<file path="src/include/bca_pkg.sv">
// Constants for the battery capacity accounting core.
// Assumes a single 25 MHz clock and an external serial engine that hands in register writes.
// Operation
// - Corrupt registers after dip force capacity reload
// - Two empty thresholds, final 100mV below first
// - Empty flags latch until next valid charge
// - Delay from capacity band and temperature band
// - Overload flag suspends empty threshold monitoring
// - Zero writes to 1eh then 05h reset
// - Temperature code in upper nibble, ten-degree bands
// - Temperature step selects charge and self-discharge
// - Charge counts scaled by rate and temperature
// - Discharge counts compensated by load register
// - Self-discharge compensated by load and temperature
// - Charge increments; discharge decrements, counts discharge
// - Available capacity corrected by offset register
// - Learn only after uninterrupted full-to-empty discharge
// - Learned capacity equals programmed capacity at init
// - Available capacity never exceeds reference on charge
// - Learned capacity drops at most 25 percent
// - Relative uses learned, absolute uses programmed reference
// - Valid charge needs more than two updates
// - Discharge counter saturates at maximum
package bca_pkg;
	localparam logic [7:0]  ADDR_LEARNED   = 8'h05;
	localparam logic [7:0]  ADDR_OFFSET    = 8'h0b;
	localparam logic [7:0]  ADDR_LOADCOMP  = 8'h0e;
	localparam logic [7:0]  ADDR_PINCAP    = 8'h1e;
	localparam logic [7:0]  ADDR_TEMP      = 8'h20;  // Chosen location for temperature code
	localparam logic [7:0]  ADDR_FLAGS2    = 8'h21;  // Chosen location for second flag register
	localparam int          FLAGS2_OVERLOAD_FLAG    = 0;      // Overload bit position
	localparam logic [11:0] FIRST_EMPTY_MV = 12'h3e8; // 1.00 V on battery sense
	localparam logic [11:0] FINAL_DROP_MV  = 12'h064; // 100 mV below first
	localparam int          CLK_HZ         = 25000000;
	localparam int          SEC_CYCLES     = CLK_HZ;  // One second
	localparam logic [15:0] CNT_MAX        = 16'hffff;
	localparam logic [1:0]  VALID_UPDATES  = 2'h2;    // Charge valid beyond this many updates
	localparam logic [3:0]  TEMP_CODE_MAX  = 4'hc;
	localparam logic [3:0]  CODE_BELOW_10  = 4'h4;    // Codes up to this are below 10 C
	localparam logic [3:0]  CODE_BELOW_30  = 4'h6;    // Codes up to this are below 30 C
	// Delay seconds per capacity band, indexed by temperature band cold/mid/warm; lowest band fixed
	localparam logic [3:0]  DLY_HI [3] = '{4'h7, 4'h6, 4'h5};
	localparam logic [3:0]  DLY_MID[3] = '{4'h4, 4'h3, 4'h2};
	localparam logic [3:0]  DLY_LO     = 4'h2;
endpackage

</file>
<file path="src/verilog/bca_core.sv">
// Capacity accounting core: counters, learning, empty thresholds, temperature code.
// Assumes count pulses and register writes come from sensing and serial logic outside.
`timescale 1ns/1ps
module bca_core
	import bca_pkg::*;
#(
	parameter int          SEC_CNT = SEC_CYCLES,  // Cycles per second, shorten for simulation
	parameter logic [15:0] PROGRAMMED_FULL_CAPACITY     = 16'haf00     // Programmed full capacity
) (
	// Clock and reset
	input  wire logic        ref_clk,
	input  wire logic        arst_n,
	// Supply monitor
	input  wire logic        supply_ok,         // Supply above backup threshold
	// Sensing
	input  wire logic [11:0] battery_sense_mv,  // Scaled battery voltage
	input  wire logic [3:0]  temp_step,         // Internal temperature step 0..15, read back clamped to 12
	input  wire logic        charge_tick,       // One raw charge count
	input  wire logic        fast_charge,       // Charge rate at or above fast level
	input  wire logic        discharge_tick,    // One raw discharge count
	input  wire logic        selfdis_tick,      // Base self-discharge time tick
	input  wire logic        absolute_mode,     // Display reference select
	// Register access
	input  wire logic        reg_wr,
	input  wire logic [7:0]  reg_addr,
	input  wire logic [7:0]  reg_wdata,
	output logic [7:0]       reg_rdata_r,
	// Status
	output logic [15:0]      available_capacity_count_r,
	output logic [15:0]      discharge_counter_r,
	output logic [15:0]      learned_capacity_r,
	output logic [15:0]      full_reference_r,
	output logic             first_empty_flag_r,
	output logic             final_empty_flag_r
);
	typedef enum {ST_IDLE, ST_FULL, ST_EMPTY} bca_learn_t;

	logic [7:0]  offset_r, loadcomp_r, pincap_r, flags2_r;
	logic        pin_zero_r;      // Pin capacity zero written, awaiting learned zero
	logic        soft_rst;        // Serial reset sequence completed
	logic        sup_d_r;         // Previous supply state
	logic        corrupt;         // Shadow mismatch
	logic        reinit;          // Full reinitialisation request
	logic [7:0]  acc_r;           // Fractional accumulator for scaled counts
	logic [1:0]  upd_r;           // Consecutive charge updates
	logic        valid_chg;
	logic        partial_r;       // Partial charge during discharge
	bca_learn_t  learn_r;
	logic        inc, dec;
	logic [31:0] sec_r;
	logic [3:0]  secs1_r, secs2_r;
	logic [3:0]  need;
	logic [1:0]  tband;
	logic [11:0] final_mv;
	logic        overload_flag;

	assign overload_flag     = flags2_r[FLAGS2_OVERLOAD_FLAG];
	assign final_mv = FIRST_EMPTY_MV - FINAL_DROP_MV;
	assign soft_rst = reg_wr && reg_addr == ADDR_LEARNED && reg_wdata == 8'h00 && pin_zero_r;
	assign reinit   = soft_rst || (supply_ok && !sup_d_r && corrupt);

	// Shadow check of the learned capacity register
	bca_shadow #(.W(16)) u_shadow (
		.ref_clk (ref_clk),
		.arst_n  (arst_n),
		.wr      (1'b1),
		.din     (learned_capacity_r),
		.live    (learned_capacity_r),
		.mismatch_r (corrupt)
	);

	// Supply edge tracking
	always_ff @(posedge ref_clk or negedge arst_n) begin
		if (!arst_n)
			sup_d_r <= 1'b1; // Idle level, so reset alone gives no false supply rise
		else
			sup_d_r <= supply_ok;
	end

	// Serial register writes and reset sequence tracking
	always_ff @(posedge ref_clk or negedge arst_n) begin
		if (!arst_n) begin
			offset_r   <= 8'h00;
			loadcomp_r <= 8'h00;
			pincap_r   <= 8'h00;
			flags2_r   <= 8'h00;
			pin_zero_r <= 1'b0;
		end else if (reg_wr) begin
			// Any other write breaks the sequence
			pin_zero_r <= (reg_addr == ADDR_PINCAP) && (reg_wdata == 8'h00);
			if (reg_addr == ADDR_OFFSET)   offset_r   <= reg_wdata;
			if (reg_addr == ADDR_LOADCOMP) loadcomp_r <= reg_wdata;
			if (reg_addr == ADDR_PINCAP)   pincap_r   <= reg_wdata;
			if (reg_addr == ADDR_FLAGS2)   flags2_r   <= reg_wdata;
		end
	end

	// Register readback
	always_ff @(posedge ref_clk or negedge arst_n) begin
		if (!arst_n)
			reg_rdata_r <= 8'h00;
		else begin
			unique case (reg_addr)
				ADDR_LEARNED:  reg_rdata_r <= learned_capacity_r[15:8];
				ADDR_OFFSET:   reg_rdata_r <= offset_r;
				ADDR_LOADCOMP: reg_rdata_r <= loadcomp_r;
				ADDR_PINCAP:   reg_rdata_r <= pincap_r;
				ADDR_TEMP:     reg_rdata_r <= {(temp_step > TEMP_CODE_MAX) ? TEMP_CODE_MAX : temp_step, 4'h0};
				ADDR_FLAGS2:   reg_rdata_r <= flags2_r;
				default:       reg_rdata_r <= 8'h00;
			endcase
		end
	end

	// Scaled count generation: weight added per raw tick, overflow yields one count
	// Charge weight from rate and temperature, discharge adds load and offset terms, self-discharge temperature and load terms.
	logic [8:0] add;
	always_comb begin
		add = 9'h000;
		if (charge_tick)
			add = 9'(8'hf0 - (fast_charge ? 8'h08 : 8'h20) - (temp_step > CODE_BELOW_30 ? 8'h10 : 8'h00));
		else if (discharge_tick)
			add = 9'(8'h80) + 9'(loadcomp_r >> 1) + 9'(offset_r >> 2);
		else if (selfdis_tick)
			add = 9'(temp_step << 4) + 9'(loadcomp_r >> 3);
	end

	always_ff @(posedge ref_clk or negedge arst_n) begin
		if (!arst_n)
			acc_r <= 8'h00;
		else
			acc_r <= 8'(9'(acc_r) + add);
	end
	// Ten bits so a heavy discharge weight cannot wrap the carry test
	assign inc = charge_tick && (10'(acc_r) + 10'(add) > 10'h0ff);
	// Charge has priority; a tick beside a charge tick is not a discharge step
	assign dec = !charge_tick && (discharge_tick || selfdis_tick) && (10'(acc_r) + 10'(add) > 10'h0ff);

	// Valid charge qualification
	always_ff @(posedge ref_clk or negedge arst_n) begin
		if (!arst_n)
			upd_r <= 2'h0;
		else if (discharge_tick)
			upd_r <= 2'h0;
		else if (inc && upd_r <= VALID_UPDATES)
			upd_r <= upd_r + 2'h1;
	end
	assign valid_chg = inc && (upd_r == VALID_UPDATES);

	// Reference for display
	always_ff @(posedge ref_clk or negedge arst_n) begin
		if (!arst_n)
			full_reference_r <= 16'h0000;
		else
			full_reference_r <= absolute_mode ? PROGRAMMED_FULL_CAPACITY : learned_capacity_r;
	end

	// Available capacity counter
	always_ff @(posedge ref_clk or negedge arst_n) begin
		if (!arst_n)
			available_capacity_count_r <= 16'h0000;
		else if (reinit)
			available_capacity_count_r <= 16'h0000;
		else if (inc && available_capacity_count_r < learned_capacity_r)
			available_capacity_count_r <= available_capacity_count_r + 16'h1;
		else if (dec && available_capacity_count_r != 16'h0000)
			available_capacity_count_r <= available_capacity_count_r - 16'h1;
	end

	// Discharge counter, cleared at full
	always_ff @(posedge ref_clk or negedge arst_n) begin
		if (!arst_n)
			discharge_counter_r <= 16'h0000;
		else if (reinit || available_capacity_count_r == learned_capacity_r)
			discharge_counter_r <= 16'h0000;
		else if (dec && discharge_counter_r != CNT_MAX &&
		         (discharge_tick || available_capacity_count_r != 16'h0000))
			discharge_counter_r <= discharge_counter_r + 16'h1;
	end

	// Learning cycle: full, then empty without partial charge
	always_ff @(posedge ref_clk or negedge arst_n) begin
		if (!arst_n) begin
			learn_r   <= ST_IDLE;
			partial_r <= 1'b0;
		end else if (reinit) begin
			learn_r   <= ST_IDLE;
			partial_r <= 1'b0;
		end else begin
			unique case (learn_r)
				ST_IDLE:  if (available_capacity_count_r == learned_capacity_r) begin
					learn_r   <= ST_FULL;
					partial_r <= 1'b0;
				end
				ST_FULL: begin
					if (valid_chg && available_capacity_count_r != learned_capacity_r)
						partial_r <= 1'b1;
					if (first_empty_flag_r)
						learn_r <= ST_EMPTY;
				end
				ST_EMPTY: if (valid_chg)
					learn_r <= ST_IDLE;
			endcase
		end
	end

	// Learned capacity update with bounded decrease
	always_ff @(posedge ref_clk or negedge arst_n) begin
		if (!arst_n)
			learned_capacity_r <= PROGRAMMED_FULL_CAPACITY;
		else if (reinit)
			learned_capacity_r <= PROGRAMMED_FULL_CAPACITY;
		else if (learn_r == ST_EMPTY && valid_chg && !partial_r) begin
			if (discharge_counter_r < learned_capacity_r - (learned_capacity_r >> 2))
				learned_capacity_r <= learned_capacity_r - (learned_capacity_r >> 2);
			else
				learned_capacity_r <= discharge_counter_r;
		end
	end

	// Five times the count, wide enough that a large reference cannot wrap it
	logic [18:0] avail_x5;
	assign avail_x5 = 19'({available_capacity_count_r, 2'b00}) + 19'(available_capacity_count_r);

	// Delay selection by capacity and temperature band
	always_comb begin
		tband = (temp_step <= CODE_BELOW_10) ? 2'd0 : (temp_step <= CODE_BELOW_30) ? 2'd1 : 2'd2;
		if (avail_x5 > 19'({learned_capacity_r, 1'b0}))
			need = DLY_HI[tband];   // Above 40%
		else if (avail_x5 > 19'(learned_capacity_r))
			need = DLY_MID[tband];  // 20% to 40%
		else
			need = DLY_LO;          // Below 20%
	end

	// One-second time base
	always_ff @(posedge ref_clk or negedge arst_n) begin
		if (!arst_n)
			sec_r <= 32'h0;
		else
			sec_r <= (sec_r >= 32'(SEC_CNT - 1)) ? 32'h0 : sec_r + 32'h1;
	end

	// Low-voltage timers; recovery restarts, overload holds off
	always_ff @(posedge ref_clk or negedge arst_n) begin
		if (!arst_n) begin
			secs1_r <= 4'h0;
			secs2_r <= 4'h0;
		end else begin
			if (overload_flag || battery_sense_mv >= FIRST_EMPTY_MV)
				secs1_r <= 4'h0;
			else if (sec_r == 32'h0 && secs1_r != 4'hf)
				secs1_r <= secs1_r + 4'h1;
			if (overload_flag || battery_sense_mv >= final_mv)
				secs2_r <= 4'h0;
			else if (sec_r == 32'h0 && secs2_r != 4'hf)
				secs2_r <= secs2_r + 4'h1;
		end
	end

	// Latched empty flags, cleared only by valid charge or reinitialisation
	always_ff @(posedge ref_clk or negedge arst_n) begin
		if (!arst_n) begin
			first_empty_flag_r <= 1'b0;
			final_empty_flag_r <= 1'b0;
		end else begin
			if (!overload_flag && secs1_r >= need)
				first_empty_flag_r <= 1'b1;
			else if (valid_chg || reinit)
				first_empty_flag_r <= 1'b0;
			if (!overload_flag && secs2_r >= need)
				final_empty_flag_r <= 1'b1;
			else if (valid_chg || reinit)
				final_empty_flag_r <= 1'b0;
		end
	end

	// Checks
	cap_bound_a: assert property (@(posedge ref_clk) disable iff (!arst_n)
		available_capacity_count_r <= learned_capacity_r || $past(reinit) || $changed(learned_capacity_r))
		else $error("capacity above reference");
	dcr_sat_a: assert property (@(posedge ref_clk) disable iff (!arst_n)
		$past(discharge_counter_r) == CNT_MAX |-> discharge_counter_r != 16'h0000 || $past(reinit)
		|| $past(available_capacity_count_r == learned_capacity_r))
		else $error("discharge counter wrapped");
	flag_hold_a: assert property (@(posedge ref_clk) disable iff (!arst_n)
		first_empty_flag_r && !valid_chg && !reinit |=> first_empty_flag_r)
		else $error("empty flag dropped");
	overload_flag_hold_a: assert property (@(posedge ref_clk) disable iff (!arst_n)
		overload_flag && !first_empty_flag_r |=> !first_empty_flag_r)
		else $error("flag set under overload");
	soft_reset_a: assert property (@(posedge ref_clk) disable iff (!arst_n)
		soft_rst |=> learned_capacity_r == PROGRAMMED_FULL_CAPACITY && available_capacity_count_r == 16'h0000)
		else $error("serial reset missed");
	learn_drop_a: assert property (@(posedge ref_clk) disable iff (!arst_n)
		!$past(reinit) |-> learned_capacity_r >= $past(learned_capacity_r) - ($past(learned_capacity_r) >> 2))
		else $error("learned capacity fell too far");
	ref_sel_a: assert property (@(posedge ref_clk) disable iff (!arst_n)
		absolute_mode |=> full_reference_r == PROGRAMMED_FULL_CAPACITY)
		else $error("wrong display reference");
	timer_rst_a: assert property (@(posedge ref_clk) disable iff (!arst_n)
		battery_sense_mv >= FIRST_EMPTY_MV |=> secs1_r == 4'h0)
		else $error("timer not restarted");
	corrupt_a: assert property (@(posedge ref_clk) disable iff (!arst_n)
		supply_ok && !sup_d_r && corrupt |=> available_capacity_count_r == 16'h0000)
		else $error("corruption not handled");
endmodule

</file>
<file path="src/verilog/bca_shadow.sv">
// Shadow copy store used to detect register corruption.
// Assumes write and compare happen in the core clock domain.
`timescale 1ns/1ps
module bca_shadow #(
	parameter int W = 16
) (
	// Clock and reset
	input  wire logic         ref_clk,
	input  wire logic         arst_n,
	// Store and compare
	input  wire logic         wr,
	input  wire logic [W-1:0] din,
	input  wire logic [W-1:0] live,
	output logic              mismatch_r
);
	logic [W-1:0] copy_r; // Inverted copy so stuck bits differ

	// Refresh inverted copy on every write
	always_ff @(posedge ref_clk or negedge arst_n) begin
		if (!arst_n)
			copy_r <= '1;
		else if (wr)
			copy_r <= ~din;
	end

	// Registered comparison, differing content flags loss
	always_ff @(posedge ref_clk or negedge arst_n) begin
		if (!arst_n)
			mismatch_r <= 1'b0;
		else
			mismatch_r <= (copy_r != ~live);
	end
endmodule

</file>
<file path="config.mk">
export PLATFORM = sky130hd
export DESIGN_NAME = bca_core
export DESIGN_NICKNAME = d
export VERILOG_FILES = /design/src/include/bca_pkg.sv /design/src/verilog/bca_core.sv /design/src/verilog/bca_shadow.sv
export SDC_FILE = /design/constraint.sdc
export NUM_CORES = 1
export LEC_CHECK = 0
export BUFFER_PORTS_ARGS = -buffer_cell sky130_fd_sc_hd__buf_2
export CAP_MARGIN = 20
export CORE_MARGIN = 5
export CORE_UTILIZATION = 40
export CTS_BUF_LIST = sky130_fd_sc_hd__clkbuf_4 sky130_fd_sc_hd__clkbuf_8 sky130_fd_sc_hd__clkbuf_16
export DETAILED_ROUTE_END_ITERATION = 10
export MAX_ROUTING_LAYER = met4
export PLACE_DENSITY = 0.57
export SYNTH_ARGS = -nofsm -noshare
export SYNTH_HDL_FRONTEND = slang
export SYNTH_SLANG_ARGS = --single-unit
</file>
<file path="constraint.sdc">
create_clock -name ref_clk -period 6.9 [get_ports ref_clk]
set_input_delay 1.035 -clock ref_clk [delete_from_list [all_inputs] [get_ports ref_clk]]
set_output_delay 1.035 -clock ref_clk [all_outputs]
set_load 0.05 [all_outputs]
</file>
* Word level (Yosys, flattened, before mapping)
Cells that the tools add are included.
** Operators by class
- Add/sub/neg operators :: 16
- Magnitude comparators :: 16
- Eq/ne operators :: 20
- Mux-type cells :: 45
- Bitwise gates (word level) :: 2
- Reduce and logical (&&, ||, !) cells :: 52
** Operators by type and width (number)
- $mux W32 :: 5
- $mux W16 :: 9
- $pmux W32 S3 :: 1
- $logic_not A32 Y1 :: 2
- $pmux W8 S6 :: 1
- $mux W4 :: 11
- $add A16 B1 Y16 const B :: 2
- $add A32 B1 Y32 const B :: 1
- $eq A32 B1 Y1 const B :: 1
- $eq A32 B2 Y1 const B :: 1
- $eq A32 B3 Y1 const B :: 1
- $ge A32 B25 Y1 const B :: 1
- $lt A16 B16 Y1 :: 2
- $ne A16 B16 Y1 :: 2
- $mux W9 :: 3
- $ge A12 B10 Y1 const B :: 2
- $logic_and A1 B1 Y1 :: 22
- $add A18 B16 Y19 :: 1
- $gt A19 B16 Y1 :: 1
- $gt A19 B17 Y1 :: 1
- $bmux W4 S2 :: 2
- $eq A16 B16 Y1 :: 1
- $eq A8 B4 Y1 const B :: 2
- $eq A8 B6 Y1 const B :: 2
- 39 further kinds :: 74
** Word-level totals
- Flip-flop bits (word level) :: 208
- Bits of input ports :: 41
- Output and inout bits :: 74

* Logic depth before layout (Yosys ltp)
- Depth in word-level cells :: 12
- Gate-level depth with buffers :: 23
- Gate-level depth less buffers :: 23

* Cells and area by module
From an unflattened synthesis, not the netlist that was laid out.
** Second synthesis, totals
- Cell total of the unflattened synthesis :: 1285
- Area, all modules :: 12206.7 µm²
** By module, submodules not included
- bca_core :: instances 1, cells an instance 1212, area each 11429.7 µm², seq. area each 4037.6 µm²
- bca_shadow :: instances 1, cells an instance 73, area each 777.0 µm², seq. area each 445.4 µm²

* Least setup slack after synthesis
OpenSTA, ideal clock, no wires.
- Kind :: input to register
- From :: input port discharge_tick
- To :: register available_capacity_count_r[12]
- Setup time :: 128 ps
- Arrival time :: 5074 ps
- Required time :: 6772 ps
- Setup slack :: 1699 ps
- Stages on the path :: 19
- Path through :: buf_1 a22oi_1 nor2_1 ha_1 inv_1 fa_1 nor2b_1 o21ai_1 o221ai_1 and4_1 nand2_1 fa_1 nand3_1 a21oi_1 o2111a_1 o311a_1 nor3_1 nor3_1 mux2_1
** Between the ends
- Word-level cells in the longest chain between the ends :: 8
** Ends and longest elaborated chain
- from (decl) :: line bca_core.sv:20 : input wire logic discharge_tick,
- $mux W9 :: line bca_core.sv:122 : else if (discharge_tick)
- $mux W9 :: line bca_core.sv:120 : if (charge_tick)
- $add A8 B9 Y10 :: line bca_core.sv:135, bca_core.sv:137
- $gt A10 B8 Y1 :: line bca_core.sv:135, bca_core.sv:137
- $logic_and A1 B1 Y1 :: line bca_core.sv:135 : assign inc = charge_tick && (10'(acc_r) + 10'(add) > 10'h0ff);
- $logic_and A1 B1 Y1 :: line bca_core.sv:164 : else if (inc && available_capacity_count_r < learned_capacity_r)
- $mux W16 :: line bca_core.sv:164
- $mux W16 :: line bca_core.sv:162 : else if (reinit)
- to (signal assigned) :: line bca_core.sv:165 : available_capacity_count_r <= available_capacity_count_r + 16'h1;
- to (signal assigned) :: line bca_core.sv:167 : available_capacity_count_r <= available_capacity_count_r - 16'h1;
- to (decl) :: line bca_core.sv:29 : output logic [15:0] available_capacity_count_r,
Parallel ways exist; a longest one is shown, timed or not.
A chain may end at the register's enable or synchronous reset.

* Final worst setup path
- From :: input port discharge_tick
- To :: register available_capacity_count_r[13]
The elaborated chain is that of the path after synthesis.

==> metrics.yaml <==
place_congestion: 0.8896
clkSlewWorstSetupHoldPaths_ns: 0.07
hold_viol_final: 0
r2r_end: "available_capacity_count_r[13]"
syn2layout_area_growth_pct: 12.88
syn-instance-count: 1289
firstDrtPassIters: 5
ff2ff_path_depth: 21
rsz0062_at_grt: "false"
fin_area_mm2: 0.01392
pin_count: 115
dr.first_iter.drc_count: 594
start_util: 0.4041
die_w_um: 185.6
drive_gt1_frac: 0.1591
cp_slowest_cell: "nor2b_1"
seq_area_mm2: 0.004483
cts.repair.resized: 0
fillers: 2939
row_count: 64
grt_max_degree: 108
cts_num_sinks: 178
ant_nets: 0
vdd_ir_drop_max_mv: 0.2037
cts_hold_buf: 0
yosys.area.top_type: "dfrtp_1"
worstHoldPathCells: 1
slew_violations: 0
synth_most_common_cell: "dfrtp_1"
synth_common_cells: "dfrtp_1, ha_1, nor2_1"
cts_buffers: 17
multi_input_area_mm2: 0.007512
hpwlAfterDp_mm: 24.76
via_per_inst: 5.614
critPathKind: "input port to register"
clock.fmax_mhz: 175.2
p_leak_nw: 6.549
cts_tree: "built"
worstMarginPinSlew_ns: 0.9650
synth_area_per_cell_um2: 9.565
synth_top_cell_area_share: 0.3146
cp.required_ns: 7.23
dieArea_mm2: 0.03443
grt_pass1_vias: 9738
synth_edf_count: 0
worst_hold_slack_ns: 0.4866
synthFlopType: "dfrtp_1"
finalSetupViolCount: 0
grt_pass1_wl_mm: 53.65
fin_tns_setup_ns: 0
cts_buffer_depth: 2
cpPeakStageDelay_ns: 0.48
ys_ff_latch: 178
track_usage: 0.2027
crit_path_cell_trace: "buf_2, nor2b_1, a22oi_1, nor2_1, ha_1, inv_1, fa_1, nor2b_1, o21ai_1, o221ai_1, and4_1, nand2_1, ha_1, a21oi_1, o211ai_1, o211ai_1, a31oi_1, o21a_1, o21a_1, o41ai_1"
critPathCaptureType: "register"
finalCritPeriodShare: 0.8274
cts_htree_levels: 4
hp-start: "acc_r[0]"
wl_per_cell_um: 18.51
ys_seq_area_frac: 0.3636
wirelength_mm: 33.53
vias: 10170
die_h_um: 185.6
layout_min_cycle_time_ns: 5.709
grt.overflow.total: 0
antenna_found_initial: 1
ys_top_cells_by_area: "dfrtp_1, ha_1, dfstp_2"
slew_headroom: 0.3528
r2r_start: "offset_r[3]"
hold_path_end: "acc_r[0]"
nets: 1587
async_flop_share: 1.000
crit_arrival_ns: 6.04
maxCapViolCount: 0
core_mm2: 0.03051
synth.distinct_cells: 76
dpl-instance-area_mm2: 0.01334
syn_area_mm2: 0.01233
clock_latency_ns: 0.45
post-cts-setup-buffers: 0
route.detailed.drc: 0
power_density_mw_per_mm2: 404.4
min_path_type: "register to register"
r2r_slack_ns: 1.33
cp_max_fo: 14
finalClockSkew_ns: 0.01438
status: "finished clean"
ys_warn_count: 0
cts-root-buf: "clkbuf_16"
startpoint_type: "input port"
io_buffers: 112
-- metal layers --
metal | vias to the layer above | global-route usage | wire, µm
li1 | 4969 | - | -
met1 | 4963 | 0.2821 | 16210
met2 | 211 | 0.3147 | 15400
met3 | 24 | 0.03166 | 1479
met4 | 0 | 0.04518 | 435
met5 | - | - | 0
-- cell type report --
| cell class | count | share of cell area |
|---|---|---|
| multi-input combinational | 1022 | 0.5398 |
| sequential | 178 | 0.3221 |
| timing repair buffer | 116 | 0.04306 |
| tap | 396 | 0.03560 |
| clock buffer | 19 | 0.03335 |
| inverter | 66 | 0.01780 |
| clock inverter | 13 | 0.008091 |
| antenna | 1 | 0.0001798 |
-- logic make-up after synthesis --
kind of cell	count (synthesis)	synth area share
flip-flops	178	0.3636
adder cells (fa/ha/maj)	145	0.1502
AND/OR/NAND/NOR	399	0.1614
AO/OA/AOI/OAI	321	0.1776
buffers and inverters	95	0.02984
multiplexers	62	0.05460
other	1	0.0003042
XOR/XNOR	88	0.06251
-- where the power goes --
part	internal, mW	switching, mW	total [mW]
logic	1.35	1.95	3.30
clock network	0.503	0.470	0.973
registers	1.17	0.186	1.36
total	3.02	2.60	5.63
-- worst max-delay path by stage --
stage,start,cells after the start,to
after global placement,discharge_tick,20,available_capacity_count_r[13]
after floorplan,discharge_tick,19,available_capacity_count_r[12]
final,discharge_tick,20,available_capacity_count_r[13]
after CTS,discharge_tick,20,available_capacity_count_r[13]
after global routing,discharge_tick,20,available_capacity_count_r[13]
after detailed placement,discharge_tick,20,available_capacity_count_r[13]
-- worst max-delay path, delay by kind of cell --
kind	cells	cell delay, ns
AO/OA/AOI/OAI	10	2.26
adder cells (fa/ha/maj)	3	1.03
buffers and inverters	2	0.25
AND/OR/NAND/NOR	5	1.43
-- placed cells by master (no fill, tap or decap), drive strengths merged, types with 42 or more instances in the layout --
master | netlist | routed
dfrtp | 155 | 155
ha | 140 | 140
nor2 | 121 | 121
buf | 10 | 115
nand2 | 80 | 80
a21oi | 78 | 78
inv | 66 | 73
xnor2 | 54 | 54
o21ai | 52 | 52
mux2 | 42 | 42
-- registers in the layout, indices dropped and copies added (netlist names), 2 cells and up --
name	cells
pincap_r	8
learn_r	2
learned_capacity_r	16
full_reference_r	16
available_capacity_count_r	16
flags2_r	8
secs1_r	4
acc_r	8
offset_r	8
loadcomp_r	8
secs2_r	4
sec_r	32
reg_rdata_r	8
discharge_counter_r	16
u_shadow.copy_r	16
upd_r	2
-- through the flow --
step           total power, mW  utilization  instances  worst slack, ns
5_1_grt                  6.154       0.4562       1811           0.7379
6_report                 5.628       0.4562       1811            1.191
3_5_place_dp             4.651       0.4372       1778           0.7376
2_1_floorplan            3.883            -       1295            1.699
4_1_cts                  5.656       0.4561       1810            1.182
3_3_place_gp             4.596       0.4372       1778           0.8311
No activity file was read; power rests on OpenSTA's default activity.
